--- src/design/dps_consts.svh ---
/*
  offsets, field positions, reset value and timing counts of the
  dual pin function select block.
  assumes a 40 MHz core clock and the 16-bit configuration map.
*/
`ifndef DPS_CONSTS_SVH
`define DPS_CONSTS_SVH

`define DPS_CFG_MMS        4'hC
`define DPS_CFG_ADDR       16'h0012
`define DPS_CFG_RESET      16'h4040

`define DPS_B_SLEW1        15
`define DPS_B_PULLEN1      14
`define DPS_B_PULLDN1      13
`define DPS_B_FN1_HI       12
`define DPS_B_FN1_LO       9
`define DPS_B_PIN_ONE_LEVEL_POLARITY         8
`define DPS_B_SLEW0        7
`define DPS_B_PULLEN0      6
`define DPS_B_PULLDN0      5
`define DPS_B_FN0_HI       4
`define DPS_B_FN0_LO       1
`define DPS_B_PIN_ZERO_LEVEL_POLARITY         0

`define DPS_CLK_NS         25
`define DPS_SFD_PULSE_NS   100
`define DPS_SFD_PULSE_CYC  ((`DPS_SFD_PULSE_NS + `DPS_CLK_NS - 1) / `DPS_CLK_NS)
`define DPS_ACT_HOLD_NS    10000
`define DPS_ACT_HOLD_CYC   ((`DPS_ACT_HOLD_NS + `DPS_CLK_NS - 1) / `DPS_CLK_NS)

`endif

--- src/design/dps_pkg.sv ---
/*
  types of the dual pin function select block.
  assumes nothing beyond a SystemVerilog compiler.
*/
package dps_pkg;

  typedef enum logic [3:0] {
    DPS_FN_HIZ     = 4'h0,
    DPS_FN_GPIO    = 4'h1,
    DPS_FN_FRAME_START_TRANSMIT_PULSE  = 4'h2,
    DPS_FN_FRAME_START_RECEIVE_PULSE  = 4'h3,
    DPS_FN_LED_LNK = 4'h4,
    DPS_FN_LED_PLC = 4'h5,
    DPS_FN_LED_TX  = 4'h6,
    DPS_FN_LED_RX  = 4'h7,
    DPS_FN_CLK25   = 4'h8,
    DPS_FN_SFD_ANY = 4'hB,
    DPS_FN_LED_ANY = 4'hF
  } dps_fn_e;

  typedef logic [15:0] dps_cfg_t;

endpackage : dps_pkg

--- src/design/dps_pin_drive.sv ---
/*
  output selector for one auxiliary pin: picks the source that the
  function code names, applies polarity, registers level and enable.
  assumes all event inputs are already in the clk domain.
*/
module dps_pin_drive (
  input  wire logic       clk,
  input  wire logic       rst,
  input  wire logic [3:0] fn_sel,
  input  wire logic       level_pol,
  input  wire logic       frame_start_transmit_pulse_pulse,
  input  wire logic       sfd_any_pulse,
  input  wire logic       link_led,
  input  wire logic       plca_led,
  input  wire logic       tx_led,
  input  wire logic       any_led,
  input  wire logic       clk25_lvl,
  output logic            pin_out_ff,
  output logic            pin_oe_ff
);

  wire logic src_w;
  wire logic known_w;
  wire logic nxt_out;
  wire logic nxt_oe;

  // reserved codes fall to known_w = 0 and leave the pin floating
  assign src_w =
    (fn_sel == dps_pkg::DPS_FN_FRAME_START_TRANSMIT_PULSE)  ? frame_start_transmit_pulse_pulse  :
    (fn_sel == dps_pkg::DPS_FN_FRAME_START_RECEIVE_PULSE)  ? sfd_any_pulse :
    (fn_sel == dps_pkg::DPS_FN_LED_LNK) ? link_led      :
    (fn_sel == dps_pkg::DPS_FN_LED_PLC) ? plca_led      :
    (fn_sel == dps_pkg::DPS_FN_LED_TX)  ? tx_led        :
    (fn_sel == dps_pkg::DPS_FN_LED_RX)  ? any_led       :
    (fn_sel == dps_pkg::DPS_FN_SFD_ANY) ? sfd_any_pulse :
    (fn_sel == dps_pkg::DPS_FN_LED_ANY) ? any_led       :
    (fn_sel == dps_pkg::DPS_FN_CLK25)   ? clk25_lvl     :
    1'b0;

  assign known_w = (fn_sel <= 4'h8) || (fn_sel == 4'hB) ||
                   (fn_sel == 4'hF);
  assign nxt_oe  = known_w && (fn_sel != dps_pkg::DPS_FN_HIZ);
  assign nxt_out = (fn_sel == dps_pkg::DPS_FN_GPIO) ? level_pol :
                   (level_pol ? src_w : ~src_w);

  always_ff @(posedge clk or posedge rst) begin
    if (rst) begin
      pin_out_ff <= 1'b0;
      pin_oe_ff  <= 1'b0;
    end else begin
      pin_out_ff <= nxt_out;
      pin_oe_ff  <= nxt_oe;
    end
  end

  hiz_release_a: assert property (
    @(posedge clk) disable iff (rst)
    fn_sel == 4'h0 |=> !pin_oe_ff)
    else $error("pin driven while function is off");

  gpio_level_a: assert property (
    @(posedge clk) disable iff (rst)
    fn_sel == 4'h1 |=> pin_oe_ff && pin_out_ff == $past(level_pol))
    else $error("general output level wrong");

  frame_start_transmit_pulse_pulse_a: assert property (
    @(posedge clk) disable iff (rst)
    fn_sel == 4'h2 && frame_start_transmit_pulse_pulse |=> pin_out_ff == $past(level_pol))
    else $error("transmit delimiter pulse missing");

  frame_start_receive_pulse_pulse_a: assert property (
    @(posedge clk) disable iff (rst)
    fn_sel == 4'h3 |=> pin_out_ff == ($past(sfd_any_pulse) ~^
                                      $past(level_pol)))
    else $error("receive delimiter pulse wrong");

  link_led_a: assert property (
    @(posedge clk) disable iff (rst)
    fn_sel == 4'h4 |=> pin_out_ff == ($past(link_led) ~^
                                      $past(level_pol)))
    else $error("link led wrong");

  plca_led_a: assert property (
    @(posedge clk) disable iff (rst)
    fn_sel == 4'h5 |=> pin_out_ff == ($past(plca_led) ~^
                                      $past(level_pol)))
    else $error("plca led wrong");

  tx_led_a: assert property (
    @(posedge clk) disable iff (rst)
    fn_sel == 4'h6 && !tx_led && level_pol |=> !pin_out_ff)
    else $error("transmit led lit without activity");

  rx_led_a: assert property (
    @(posedge clk) disable iff (rst)
    fn_sel == 4'h7 && any_led && !level_pol |=> !pin_out_ff)
    else $error("receive led not lit active low");

  sfd_any_a: assert property (
    @(posedge clk) disable iff (rst)
    fn_sel == 4'hB && sfd_any_pulse && level_pol |=> pin_out_ff)
    else $error("any delimiter pulse missing");

  reserved_hiz_a: assert property (
    @(posedge clk) disable iff (rst)
    (fn_sel inside {4'h9, 4'hA, 4'hC, 4'hD, 4'hE}) |=> !pin_oe_ff)
    else $error("reserved code drives the pin");

endmodule : dps_pin_drive

--- src/design/dps_top.sv ---
/*
  dual pin function select: the 16-bit pin configuration register in
  map 12, event stretchers, clock level sync and two pin selectors.
  assumes register strobes and event strobes come from logic on clk;
  the 25 MHz clock level arrives from another domain.
*/
`include "dps_consts.svh"

//
// Contract
// - each pin has its own four-bit function code, pin one at 12:9 and pin zero at 4:1, driving that pin.
// - code 0x0 leaves the pin floating, and that is the state after reset.
// - code 0x1 makes the pin a general output following its value bit.
// - code 0x2 pulses the pin on each transmitted frame start delimiter, polarity from the value bit.
// - code 0x3 pulses the pin on each received delimiter, and transmitted ones too, polarity from the value bit.
// - code 0x4 lights the led only while the port is enabled and link is up.
// - code 0x5 lights the led while collision avoidance status is up.
// - code 0x6 lights the led on transmit activity.
// - code 0x7 lights the led on receive activity, and transmit activity too.
// - code 0xB pulses the pin on every delimiter sent or received, polarity from the value bit.
// - code 0xF shows combined activity, 0x8 gives the 25 MHz clock, and reserved codes must not be used.
// - the value bit (8 and 0) is the level in output mode and the polarity in every other mode.
// - the slew bit (15 and 7) selects slow edges when one and fast when zero.
// - pull enable bits (14 and 6) and pull type bits (13 and 5) select pull-down on one, pull-up on zero.
// - the register is a 16-bit entry at 0x0012 of map 12 reached over the serial configuration port.
module dps_top #(
  parameter int SFD_PULSE_CYC = `DPS_SFD_PULSE_CYC,
  parameter int ACT_HOLD_CYC  = `DPS_ACT_HOLD_CYC
) (
  input  wire logic        clk,
  input  wire logic        rst,
  input  wire logic        cfg_wr,
  input  wire logic        cfg_rd,
  input  wire logic [3:0]  cfg_mms,
  input  wire logic [15:0] cfg_addr,
  input  wire logic [15:0] cfg_wdata,
  output logic [15:0]      cfg_rdata_ff,
  input  wire logic        frame_start_transmit_pulse,
  input  wire logic        frame_start_receive_pulse,
  input  wire logic        port_en,
  input  wire logic        link_up,
  input  wire logic        plca_up,
  input  wire logic        tx_act,
  input  wire logic        rx_act,
  input  wire logic        clk25_in,
  output logic             aux_pin_one_out,
  output logic             aux_pin_one_oe,
  output logic             aux_pin_zero_out,
  output logic             aux_pin_zero_oe,
  output logic             pin_one_slew_slow_ff,
  output logic             pin_one_pull_en_ff,
  output logic             pin_one_pull_down_ff,
  output logic             pin_zero_slew_slow_ff,
  output logic             pin_zero_pull_en_ff,
  output logic             pin_zero_pull_down_ff
);

  localparam int CW = $clog2(ACT_HOLD_CYC + SFD_PULSE_CYC + 1);
  localparam logic [CW-1:0] SFD_LEN = CW'(SFD_PULSE_CYC);
  localparam logic [CW-1:0] ACT_LEN = CW'(ACT_HOLD_CYC);

  // reload on an event, otherwise count down to zero
  function automatic logic [CW-1:0] dps_stretch(
    input logic          ev,
    input logic [CW-1:0] cnt,
    input logic [CW-1:0] len
  );
    if (ev) begin
      return len;
    end
    return (cnt == '0) ? cnt : cnt - CW'(1);
  endfunction : dps_stretch

  dps_pkg::dps_cfg_t cfg_reg_ff;
  logic [CW-1:0]     frame_start_transmit_pulse_cnt_ff;
  logic [CW-1:0]     sfd_any_cnt_ff;
  logic [CW-1:0]     act_tx_cnt_ff;
  logic [CW-1:0]     act_any_cnt_ff;
  logic              clk25_s1_ff;
  logic              clk25_s2_ff;
  logic              clk25_s3_ff;
  logic              clk25_lvl_ff;

  wire logic          cfg_hit_w;
  wire logic          cfg_wr_hit_w;
  wire logic [15:0]   nxt_rdata;
  wire logic          sfd_any_ev_w;
  wire logic          act_any_ev_w;
  wire logic          frame_start_transmit_pulse_on_w;
  wire logic          sfd_any_on_w;
  wire logic          act_tx_on_w;
  wire logic          act_any_on_w;
  wire logic          link_led_w;
  wire logic          nxt_clk25_lvl;
  wire logic [3:0]    fn_one_w;
  wire logic [3:0]    fn_zero_w;

  assign cfg_hit_w    = (cfg_mms == `DPS_CFG_MMS) &&
                        (cfg_addr == `DPS_CFG_ADDR);
  assign cfg_wr_hit_w = cfg_wr && cfg_hit_w;
  assign nxt_rdata    = cfg_hit_w ? cfg_reg_ff : 16'h0000;

  // a transmitted delimiter also counts as a received one
  assign sfd_any_ev_w = frame_start_receive_pulse | frame_start_transmit_pulse;
  assign act_any_ev_w = rx_act | tx_act;
  assign frame_start_transmit_pulse_on_w  = frame_start_transmit_pulse_cnt_ff != '0;
  assign sfd_any_on_w = sfd_any_cnt_ff != '0;
  assign act_tx_on_w  = act_tx_cnt_ff != '0;
  assign act_any_on_w = act_any_cnt_ff != '0;
  assign link_led_w   = port_en & link_up;

  assign nxt_clk25_lvl = (clk25_s2_ff == clk25_s3_ff) ? clk25_s3_ff
                                                      : clk25_lvl_ff;

  assign fn_one_w  = cfg_reg_ff[`DPS_B_FN1_HI:`DPS_B_FN1_LO];
  assign fn_zero_w = cfg_reg_ff[`DPS_B_FN0_HI:`DPS_B_FN0_LO];

  always_ff @(posedge clk or posedge rst) begin
    if (rst) begin
      cfg_reg_ff   <= `DPS_CFG_RESET;
      cfg_rdata_ff <= 16'h0000;
    end else begin
      if (cfg_wr_hit_w) begin
        cfg_reg_ff <= cfg_wdata;
      end
      if (cfg_rd) begin
        cfg_rdata_ff <= nxt_rdata;
      end
    end
  end

  always_ff @(posedge clk or posedge rst) begin
    if (rst) begin
      frame_start_transmit_pulse_cnt_ff  <= '0;
      sfd_any_cnt_ff <= '0;
      act_tx_cnt_ff  <= '0;
      act_any_cnt_ff <= '0;
    end else begin
      frame_start_transmit_pulse_cnt_ff  <= dps_stretch(frame_start_transmit_pulse, frame_start_transmit_pulse_cnt_ff, SFD_LEN);
      sfd_any_cnt_ff <= dps_stretch(sfd_any_ev_w, sfd_any_cnt_ff, SFD_LEN);
      act_tx_cnt_ff  <= dps_stretch(tx_act, act_tx_cnt_ff, ACT_LEN);
      act_any_cnt_ff <= dps_stretch(act_any_ev_w, act_any_cnt_ff, ACT_LEN);
    end
  end

  always_ff @(posedge clk or posedge rst) begin
    if (rst) begin
      clk25_s1_ff  <= 1'b0;
      clk25_s2_ff  <= 1'b0;
      clk25_s3_ff  <= 1'b0;
      clk25_lvl_ff <= 1'b0;
    end else begin
      clk25_s1_ff  <= clk25_in;
      clk25_s2_ff  <= clk25_s1_ff;
      clk25_s3_ff  <= clk25_s2_ff;
      clk25_lvl_ff <= nxt_clk25_lvl;
    end
  end

  // pad controls are copied so they change two cycles after the write
  always_ff @(posedge clk or posedge rst) begin
    if (rst) begin
      pin_one_slew_slow_ff  <= 1'b0;
      pin_one_pull_en_ff    <= 1'b0;
      pin_one_pull_down_ff  <= 1'b0;
      pin_zero_slew_slow_ff <= 1'b0;
      pin_zero_pull_en_ff   <= 1'b0;
      pin_zero_pull_down_ff <= 1'b0;
    end else begin
      pin_one_slew_slow_ff  <= cfg_reg_ff[`DPS_B_SLEW1];
      pin_one_pull_en_ff    <= cfg_reg_ff[`DPS_B_PULLEN1];
      pin_one_pull_down_ff  <= cfg_reg_ff[`DPS_B_PULLDN1];
      pin_zero_slew_slow_ff <= cfg_reg_ff[`DPS_B_SLEW0];
      pin_zero_pull_en_ff   <= cfg_reg_ff[`DPS_B_PULLEN0];
      pin_zero_pull_down_ff <= cfg_reg_ff[`DPS_B_PULLDN0];
    end
  end

  dps_pin_drive u_pin_one (
    .clk           (clk),
    .rst           (rst),
    .fn_sel        (fn_one_w),
    .level_pol     (cfg_reg_ff[`DPS_B_PIN_ONE_LEVEL_POLARITY]),
    .frame_start_transmit_pulse_pulse  (frame_start_transmit_pulse_on_w),
    .sfd_any_pulse (sfd_any_on_w),
    .link_led      (link_led_w),
    .plca_led      (plca_up),
    .tx_led        (act_tx_on_w),
    .any_led       (act_any_on_w),
    .clk25_lvl     (clk25_lvl_ff),
    .pin_out_ff    (aux_pin_one_out),
    .pin_oe_ff     (aux_pin_one_oe)
  );

  dps_pin_drive u_pin_zero (
    .clk           (clk),
    .rst           (rst),
    .fn_sel        (fn_zero_w),
    .level_pol     (cfg_reg_ff[`DPS_B_PIN_ZERO_LEVEL_POLARITY]),
    .frame_start_transmit_pulse_pulse  (frame_start_transmit_pulse_on_w),
    .sfd_any_pulse (sfd_any_on_w),
    .link_led      (link_led_w),
    .plca_led      (plca_up),
    .tx_led        (act_tx_on_w),
    .any_led       (act_any_on_w),
    .clk25_lvl     (clk25_lvl_ff),
    .pin_out_ff    (aux_pin_zero_out),
    .pin_oe_ff     (aux_pin_zero_oe)
  );

  reg_write_a: assert property (
    @(posedge clk) disable iff (rst)
    cfg_wr_hit_w |=> cfg_reg_ff == $past(cfg_wdata))
    else $error("register write not stored");

  reg_unmapped_a: assert property (
    @(posedge clk) disable iff (rst)
    cfg_wr && !cfg_hit_w |=> $stable(cfg_reg_ff))
    else $error("unmapped write changed the register");

  slew_follow_a: assert property (
    @(posedge clk) disable iff (rst)
    cfg_wr_hit_w |-> ##2 pin_one_slew_slow_ff == $past(cfg_wdata[15], 2)
                      && pin_zero_slew_slow_ff == $past(cfg_wdata[7], 2))
    else $error("slew control not applied");

  pull_follow_a: assert property (
    @(posedge clk) disable iff (rst)
    cfg_wr_hit_w |-> ##2 pin_one_pull_down_ff == $past(cfg_wdata[13], 2)
                      && pin_zero_pull_en_ff == $past(cfg_wdata[6], 2))
    else $error("pull control not applied");

  fn_settle_a: assert property (
    @(posedge clk) disable iff (rst)
    cfg_wr_hit_w && cfg_wdata[12:9] == 4'h1 |-> ##2
      aux_pin_one_oe && aux_pin_one_out == $past(cfg_wdata[8], 2))
    else $error("new function not on pin two cycles after write");

  fn_zero_hiz_a: assert property (
    @(posedge clk) disable iff (rst)
    cfg_wr_hit_w && cfg_wdata[4:1] == 4'h0 |-> ##2 !aux_pin_zero_oe)
    else $error("pin zero driven after disable");

  sfd_stretch_a: assert property (
    @(posedge clk) disable iff (rst)
    frame_start_transmit_pulse |=> frame_start_transmit_pulse_on_w [*4])
    else $error("delimiter pulse shorter than its width");

  act_hold_a: assert property (
    @(posedge clk) disable iff (rst)
    tx_act |=> act_any_on_w [*8])
    else $error("activity led not held");

  tx_hold_a: assert property (
    @(posedge clk) disable iff (rst)
    tx_act |=> act_tx_on_w [*8])
    else $error("transmit led not held");

  rx_stretch_a: assert property (
    @(posedge clk) disable iff (rst)
    frame_start_receive_pulse |=> sfd_any_on_w [*4])
    else $error("receive delimiter pulse too short");

  sfd_idle_a: assert property (
    @(posedge clk) disable iff (rst)
    !frame_start_transmit_pulse && !frame_start_transmit_pulse_on_w |=> !frame_start_transmit_pulse_on_w)
    else $error("delimiter pulse without a delimiter");

  act_idle_a: assert property (
    @(posedge clk) disable iff (rst)
    !act_any_ev_w && !act_any_on_w |=> !act_any_on_w)
    else $error("activity led lit without activity");

  read_data_a: assert property (
    @(posedge clk) disable iff (rst)
    cfg_rd && cfg_hit_w |=> cfg_rdata_ff == $past(cfg_reg_ff))
    else $error("read data differs from the register");

  read_unmapped_a: assert property (
    @(posedge clk) disable iff (rst)
    cfg_rd && !cfg_hit_w |=> cfg_rdata_ff == 16'h0000)
    else $error("unmapped read not zero");

  read_hold_a: assert property (
    @(posedge clk) disable iff (rst)
    !cfg_rd |=> $stable(cfg_rdata_ff))
    else $error("read data changed without a read");

  pad_copy_a: assert property (
    @(posedge clk) disable iff (rst)
    cfg_wr_hit_w |-> ##2
      pin_one_pull_en_ff == $past(cfg_wdata[`DPS_B_PULLEN1], 2) &&
      pin_zero_pull_down_ff == $past(cfg_wdata[`DPS_B_PULLDN0], 2))
    else $error("pull control not copied");

  fn_one_hiz_a: assert property (
    @(posedge clk) disable iff (rst)
    cfg_wr_hit_w && cfg_wdata[12:9] == 4'h0 |-> ##2 !aux_pin_one_oe)
    else $error("pin one driven after disable");

  fn_zero_gpio_a: assert property (
    @(posedge clk) disable iff (rst)
    cfg_wr_hit_w && cfg_wdata[4:1] == 4'h1 |-> ##2
      aux_pin_zero_oe && aux_pin_zero_out == $past(cfg_wdata[0], 2))
    else $error("pin zero output not set two cycles after write");

  clk_out_a: assert property (
    @(posedge clk) disable iff (rst)
    fn_one_w == 4'h8 && cfg_reg_ff[`DPS_B_PIN_ONE_LEVEL_POLARITY] |=>
      aux_pin_one_out == $past(clk25_lvl_ff))
    else $error("clock not passed to pin one");

endmodule : dps_top

--- config.mk ---
export PLATFORM = sky130hd
export DESIGN_NAME = dps_top
export DESIGN_NICKNAME = d
export VERILOG_FILES = /design/src/design/dps_pkg.sv /design/src/design/dps_pin_drive.sv /design/src/design/dps_top.sv
export VERILOG_INCLUDE_DIRS = /design/src /design/src/design
export SDC_FILE = /design/constraint.sdc
export NUM_CORES = 1
export LEC_CHECK = 0
export ABC_AREA = 0
export BUFFER_PORTS_ARGS = -buffer_cell sky130_fd_sc_hd__buf_2
export CAP_MARGIN = 20
export CORE_MARGIN = 2
export CORE_UTILIZATION = 45
export CTS_CLUSTER_SIZE = 10
export DETAILED_ROUTE_END_ITERATION = 6
export PLACE_DENSITY = 0.69
export SLEW_MARGIN = 40
export SYNTH_ARGS = -nofsm -noshare
export SYNTH_HDL_FRONTEND = slang
export SYNTH_SLANG_ARGS = --single-unit
--- constraint.sdc ---
create_clock -name clk -period 3.03 [get_ports clk]
set_clock_uncertainty 0.05 [all_clocks]
set_input_delay 0.606 -clock clk [delete_from_list [all_inputs] [get_ports clk]]
set_output_delay 0.606 -clock clk [all_outputs]
set_load 0.01 [all_outputs]
# Word-level counts from Yosys, hierarchy flattened
# Cells that the tools add are included.
[op_classes]
add_sub_neg = 4
magnitude_cmp = 2
n_eq_ne = 27
muxes = 39
bitwise = 5
reduce_logical = 18
[op_table]
columns = ["operator", "n"]
rows = [
  ["two-way mux 9 bit", 12],
  ["zero test 9 bit", 4],
  ["nonzero test 9 bit", 4],
  ["subtractor 9 x 1 -> 9 bit (second input constant)", 4],
  ["equality test 4 x 3 -> 1 bit (second input constant)", 8],
  ["equality test 4 bit (second input constant)", 7],
  ["two-way mux 1 bit", 26],
  ["equality test 16 x 5 -> 1 bit (second input constant)", 1],
  ["equality test 4 x 2 -> 1 bit (second input constant)", 4],
  ["two-way mux 16 bit", 1],
  ["equality test 4 x 1 -> 1 bit (second input constant)", 2],
  ["<= comparator 4 bit (second input constant)", 2],
  ["!= test 2 bit (second input constant)", 4],
  ["nonzero test 4 bit", 2],
  ["logical AND 1 bit", 4],
  ["logical OR 1 bit", 4],
  ["NOT 1 bit", 2],
  ["bitwise OR 1 bit", 2],
  ["AND 1 bit", 1],
  ["equality test 1 bit", 1],
]
[word_totals]
ff_bits = 82
in_bits = 48
output_inout_bits = 26
elab_cells = 115

# Depth between registers and ports, before layout
[logic_depth]
ltp_word = 13
mapped_depth = 8
mapped_depth_nobuf = 7

# Modules after synthesis
# A second synthesis with hierarchy kept.
[hier_totals]
hier_cells = 359
hier_area_um2 = 3838.7
[by_module_without_submodules]
columns = ["module", "instances", "cells_per_inst", "area_per_inst_um2", "seq_area_each_um2"]
rows = [
  ["dps_top", 1, 291, 3345.7, 1954.4],
  ["dps_pin_drive", 2, 34, 246.5, 50.0],
]

# Worst setup path before layout
# No wires, ideal clock.
[synth_timing]
path_type = "input to register"
startpoint = "input cfg_addr[10]"
endpoint = "register cfg_reg_ff[0]"
setup_ns = 0.125
arrival_ns = 2.083
required_ns = 2.855
path_slack_ns = 0.772
path_stages = 7
n_path_buf = 2
cell_sequence = "nor4_1 -> nand3_1 -> nor2_1 -> and2_1 -> buf_2 -> buf_4 -> mux2_2"
[synth_via]
elab_chain_cells = 3
[synth_lines]
columns = ["element", "line", "text"]
rows = [
  ["from (decl)", "dps_top.sv:35", "input wire logic [15:0] cfg_addr,"],
  ["equality test 16 x 5 -> 1 bit (no line)", "-", ""],
  ["logical AND 1 bit", "dps_top.sv:98", "assign cfg_hit_w = (cfg_mms == `DPS_CFG_MMS) &&"],
  ["logical AND 1 bit", "dps_top.sv:100", "assign cfg_wr_hit_w = cfg_wr && cfg_hit_w;"],
  ["to (signal assigned)", "dps_top.sv:120", "cfg_reg_ff <= `DPS_CFG_RESET;"],
  ["to (signal assigned)", "dps_top.sv:124", "cfg_reg_ff <= cfg_wdata;"],
  ["to (decl)", "dps_top.sv:74", "dps_pkg::dps_cfg_t cfg_reg_ff;"],
]
# No other way between the ends.
# A chain may end at the register's enable or synchronous reset.

# Worst setup path after layout
[layout_timing]
startpoint = "register act_any_cnt_ff[0]"
endpoint = "register act_any_cnt_ff[5]"
[layout_via]
elab_chain_cells = 3
elab_cells_between_ends = 5
classes_between = "add/sub (1); eq/ne (1); mux (2); reduce/logical (1)"
[layout_lines]
columns = ["element", "line", "text"]
rows = [
  ["from (decl)", "dps_top.sv:78", "logic [CW-1:0] act_any_cnt_ff;"],
  ["from (signal assigned)", "dps_top.sv:142", "act_any_cnt_ff <= dps_stretch(act_any_ev_w, act_any_cnt_ff, ACT_LEN);"],
  ["subtractor 9 x 1 -> 9 bit", "dps_top.sv:71", "return (cnt == '0) ? cnt : cnt - CW'(1);"],
  ["two-way mux 9 bit (2 in a row)", "dps_top.sv:71", ""],
]
# Several ways; a longest one is shown, not always the timed one. The select of a mux whose other input is x is not followed.

==> results.json <==
{
  "outcome": "completed",
  "synth_nets": 434,
  "fp.dieH_um": 97.1,
  "wl_um": 7820,
  "via_count": 2929,
  "end_kind": "flop",
  "start_util": 0.469,
  "cts_tree": "built",
  "synth.avg_cell_area_um2": 10.3,
  "fill_cells": 734,
  "cts-hold-fix-buffers": 0,
  "tns_ps": 0,
  "core_area_mm2": 0.00830,
  "combPwrFrac": 0.148,
  "stdcell_area_mm2": 0.00459,
  "ir_drop_uv": 247,
  "start_kind": "flop",
  "p_sw_uw": 694,
  "ys_types": 52,
  "layout-drive-gt1-share": 0.267,
  "yosysSeqAreaShare": 0.527,
  "hold_violations": 0,
  "yosys_warnings": 0,
  "cts_resized": 0,
  "dp_cells": 543,
  "hp-class": "in2async",
  "grt_use_met1": 0.228,
  "syn_area_mm2": 0.00390,
  "dieWidth_um": 97.1,
  "p_leak_nw": 2.11,
  "seq_power_share": 0.494,
  "setup_viol": 0,
  "overflow": 0,
  "antenna_cells": 0,
  "worst_slew_pin_slew_ps": 753,
  "routedWlPerCell_um": 14.0,
  "fmax_ghz": 0.461,
  "cts_buffers": 9,
  "placed_cell_area_mm2": 0.00437,
  "syn-instance-count": 379,
  "gp_congestion": 0.785,
  "stdcell_count": 559,
  "pwr_density_cell_mw_per_mm2": 543,
  "crit_arrival_ps": 2380,
  "busiest_layer": "met2",
  "drt_first_iter_violations": 133,
  "syn_to_final_growth_pct": 17.8,
  "grt_max_degree": 55,
  "via_per_inst": 5.24,
  "dp_hpwl_um": 5520,
  "ios": 74,
  "ant_nets": 0,
  "rows": 33,
  "grt_util_met3": 0.0568,
  "clockPowerShare": 0.358,
  "synthFlopType": "dfrtp_1",
  "timing.final.crit_period_ps": 2170,
  "clock_path_buffers": 2,
  "firstDrtPassIters": 4,
  "critical_path_class": "reg2reg",
  "netSwitchingFraction": 0.279,
  "clk_pin_slew_ps": 90,
  "grt_pass1_wl_um": 13500,
  "synth-seq-cells": 82,
  "intPower_mw": 1.80,
  "cap_violations": 0,
  "post_cts_buffers": 0,
  "rsz0062_at_grt": "false",
  "grt_util_met2": 0.275,
  "crit_path_start": "act_any_cnt_ff[0]",
  "slew_headroom": 0.493,
  "final.period_utilization": 0.715,
  "die-area_mm2": 0.00942,
  "root_buffer": "clkbuf_8",
  "async_flop_share": 1.00,
  "grt_util_all_layers": 0.177,
  "synth_edf_count": 0,
  "clock_latency_ps": 360,
  "cts_max_level": 3,
  "path_max_fanout": 8,
  "drc_errors": 0,
  "nets": 504,
  "required_ps": 3240,
  "antenna_found_initial": 0,
  "grt_pass1_vias": 2832,
  "utilization": 0.553,
  "io_buffers": 73,
  "drv_slew": 0,
  "clock_sinks": 82,
  "worstReg2RegStart": "act_any_cnt_ff[0]"
}
==> worst max-delay path: stages (launching register included) <==
cell and delay, ps:
dfrtp_1 410, inv_1 100, ha_1 170, nor4b_1 530
nand2_1 330, nand3_1 250, xor2_1 170, nor2_1 50
==> logic make-up (layout without fill, tap and decap cells) <==
group	after synthesis	after routing	synth area share
AO/OA/AOI/OAI	58	58	0.0976
XOR/XNOR	22	22	0.0495
adder cells (fa/ha/maj)	8	8	0.0250
buffers and inverters	49	124	0.0488
flip-flops	82	82	0.527
multiplexers	18	18	0.0514
AND/OR/NAND/NOR	142	142	0.200
==> flip-flops by register name, summed over array words and instances (netlist names), 9 cells and up <==
signal,count
sfd_any_cnt_ff,9
frame_start_transmit_pulse_cnt_ff,9
act_tx_cnt_ff,9
cfg_rdata_ff,16
cfg_reg_ff,16
act_any_cnt_ff,9
==> power by group through the flow <==
stage	Clock (mW)	Combinational (mW)	Sequential, mW
after detailed placement	0	0.369	1.25
after floorplan	0	0.280	1.23
after global routing	0.973	0.422	1.24
after CTS	0.918	0.372	1.23
after global placement	0	0.359	1.25
final	0.893	0.368	1.23
==> final timing paths <==
check | end | slack, ps | cells past startpoint
max | act_any_cnt_ff[5] | 860 | 7
min | act_tx_cnt_ff[5] | 190 | 2
max reg2reg | act_any_cnt_ff[5] | 860 | 7
min reg2reg | clk25_s2_ff | 310 | 0
max in group asynchronous | cfg_reg_ff[14] | 2050 | 3
min in group clk | clk25_s1_ff | 300 | 1
==> layer usage <==
layer  share of wire  wire length, µm
met1            0.47             3680
met2            0.44             3450
met3           0.067              526
met4           0.020              155
met5               0                0
==> through the flow <==
stage	power [mW]	setup WS, ps	hold WS (ps)
after floorplan	1.51	269	281
final	2.49	862	189
after global routing	2.64	639	237
after CTS	2.52	852	208
after global placement	1.61	900	299
after detailed placement	1.62	859	296
==> cells in the mapped netlist (5+ instances only) <==
master	n	area share
nor3_1	6	0.0077
a21oi_1	10	0.013
o21ai_0	20	0.026
xnor2_1	8	0.018
nand2_1	15	0.014
nand3_1	26	0.033
clkbuf_1	15	0.014
nor2b_1	6	0.0096
inv_1	30	0.029
mux2_2	16	0.046
xor2_1	14	0.031
nor4b_1	6	0.013
nor4_1	8	0.013
ha_1	7	0.022
nor2_1	41	0.039
nand4b_1	5	0.011
a211oi_1	7	0.013
dfrtp_1	80	0.51
==> final cells by class <==
class                           count  area [µm²]  share of cell area
Sequential cell                    82        2050               0.448
Multi-Input combinational cell    248        1650               0.360
Timing Repair Buffer               78         415              0.0905
Tap cell                          105         131              0.0286
Clock buffer                        9         124              0.0270
Inverter                           30         114              0.0248
Clock inverter                      7         100              0.0218
==> placed cells by master (no fill, tap or decap), types with 7 or more instances in the layout <==
cell / netlist / routed
nor2_1: 41 / 41
nand3_1: 26 / 26
buf_2: 2 / 73
xor2_1: 14 / 14
nand2_1: 15 / 15
o21ai_0: 20 / 20
dfrtp_1: 80 / 80
a211oi_1: 7 / 7
ha_1: 7 / 7
a21oi_1: 10 / 10
inv_1: 30 / 29
clkbuf_8: 0 / 9
mux2_2: 16 / 16
xnor2_1: 8 / 8
nor4_1: 8 / 8
Power figures use the tool's default switching activity.
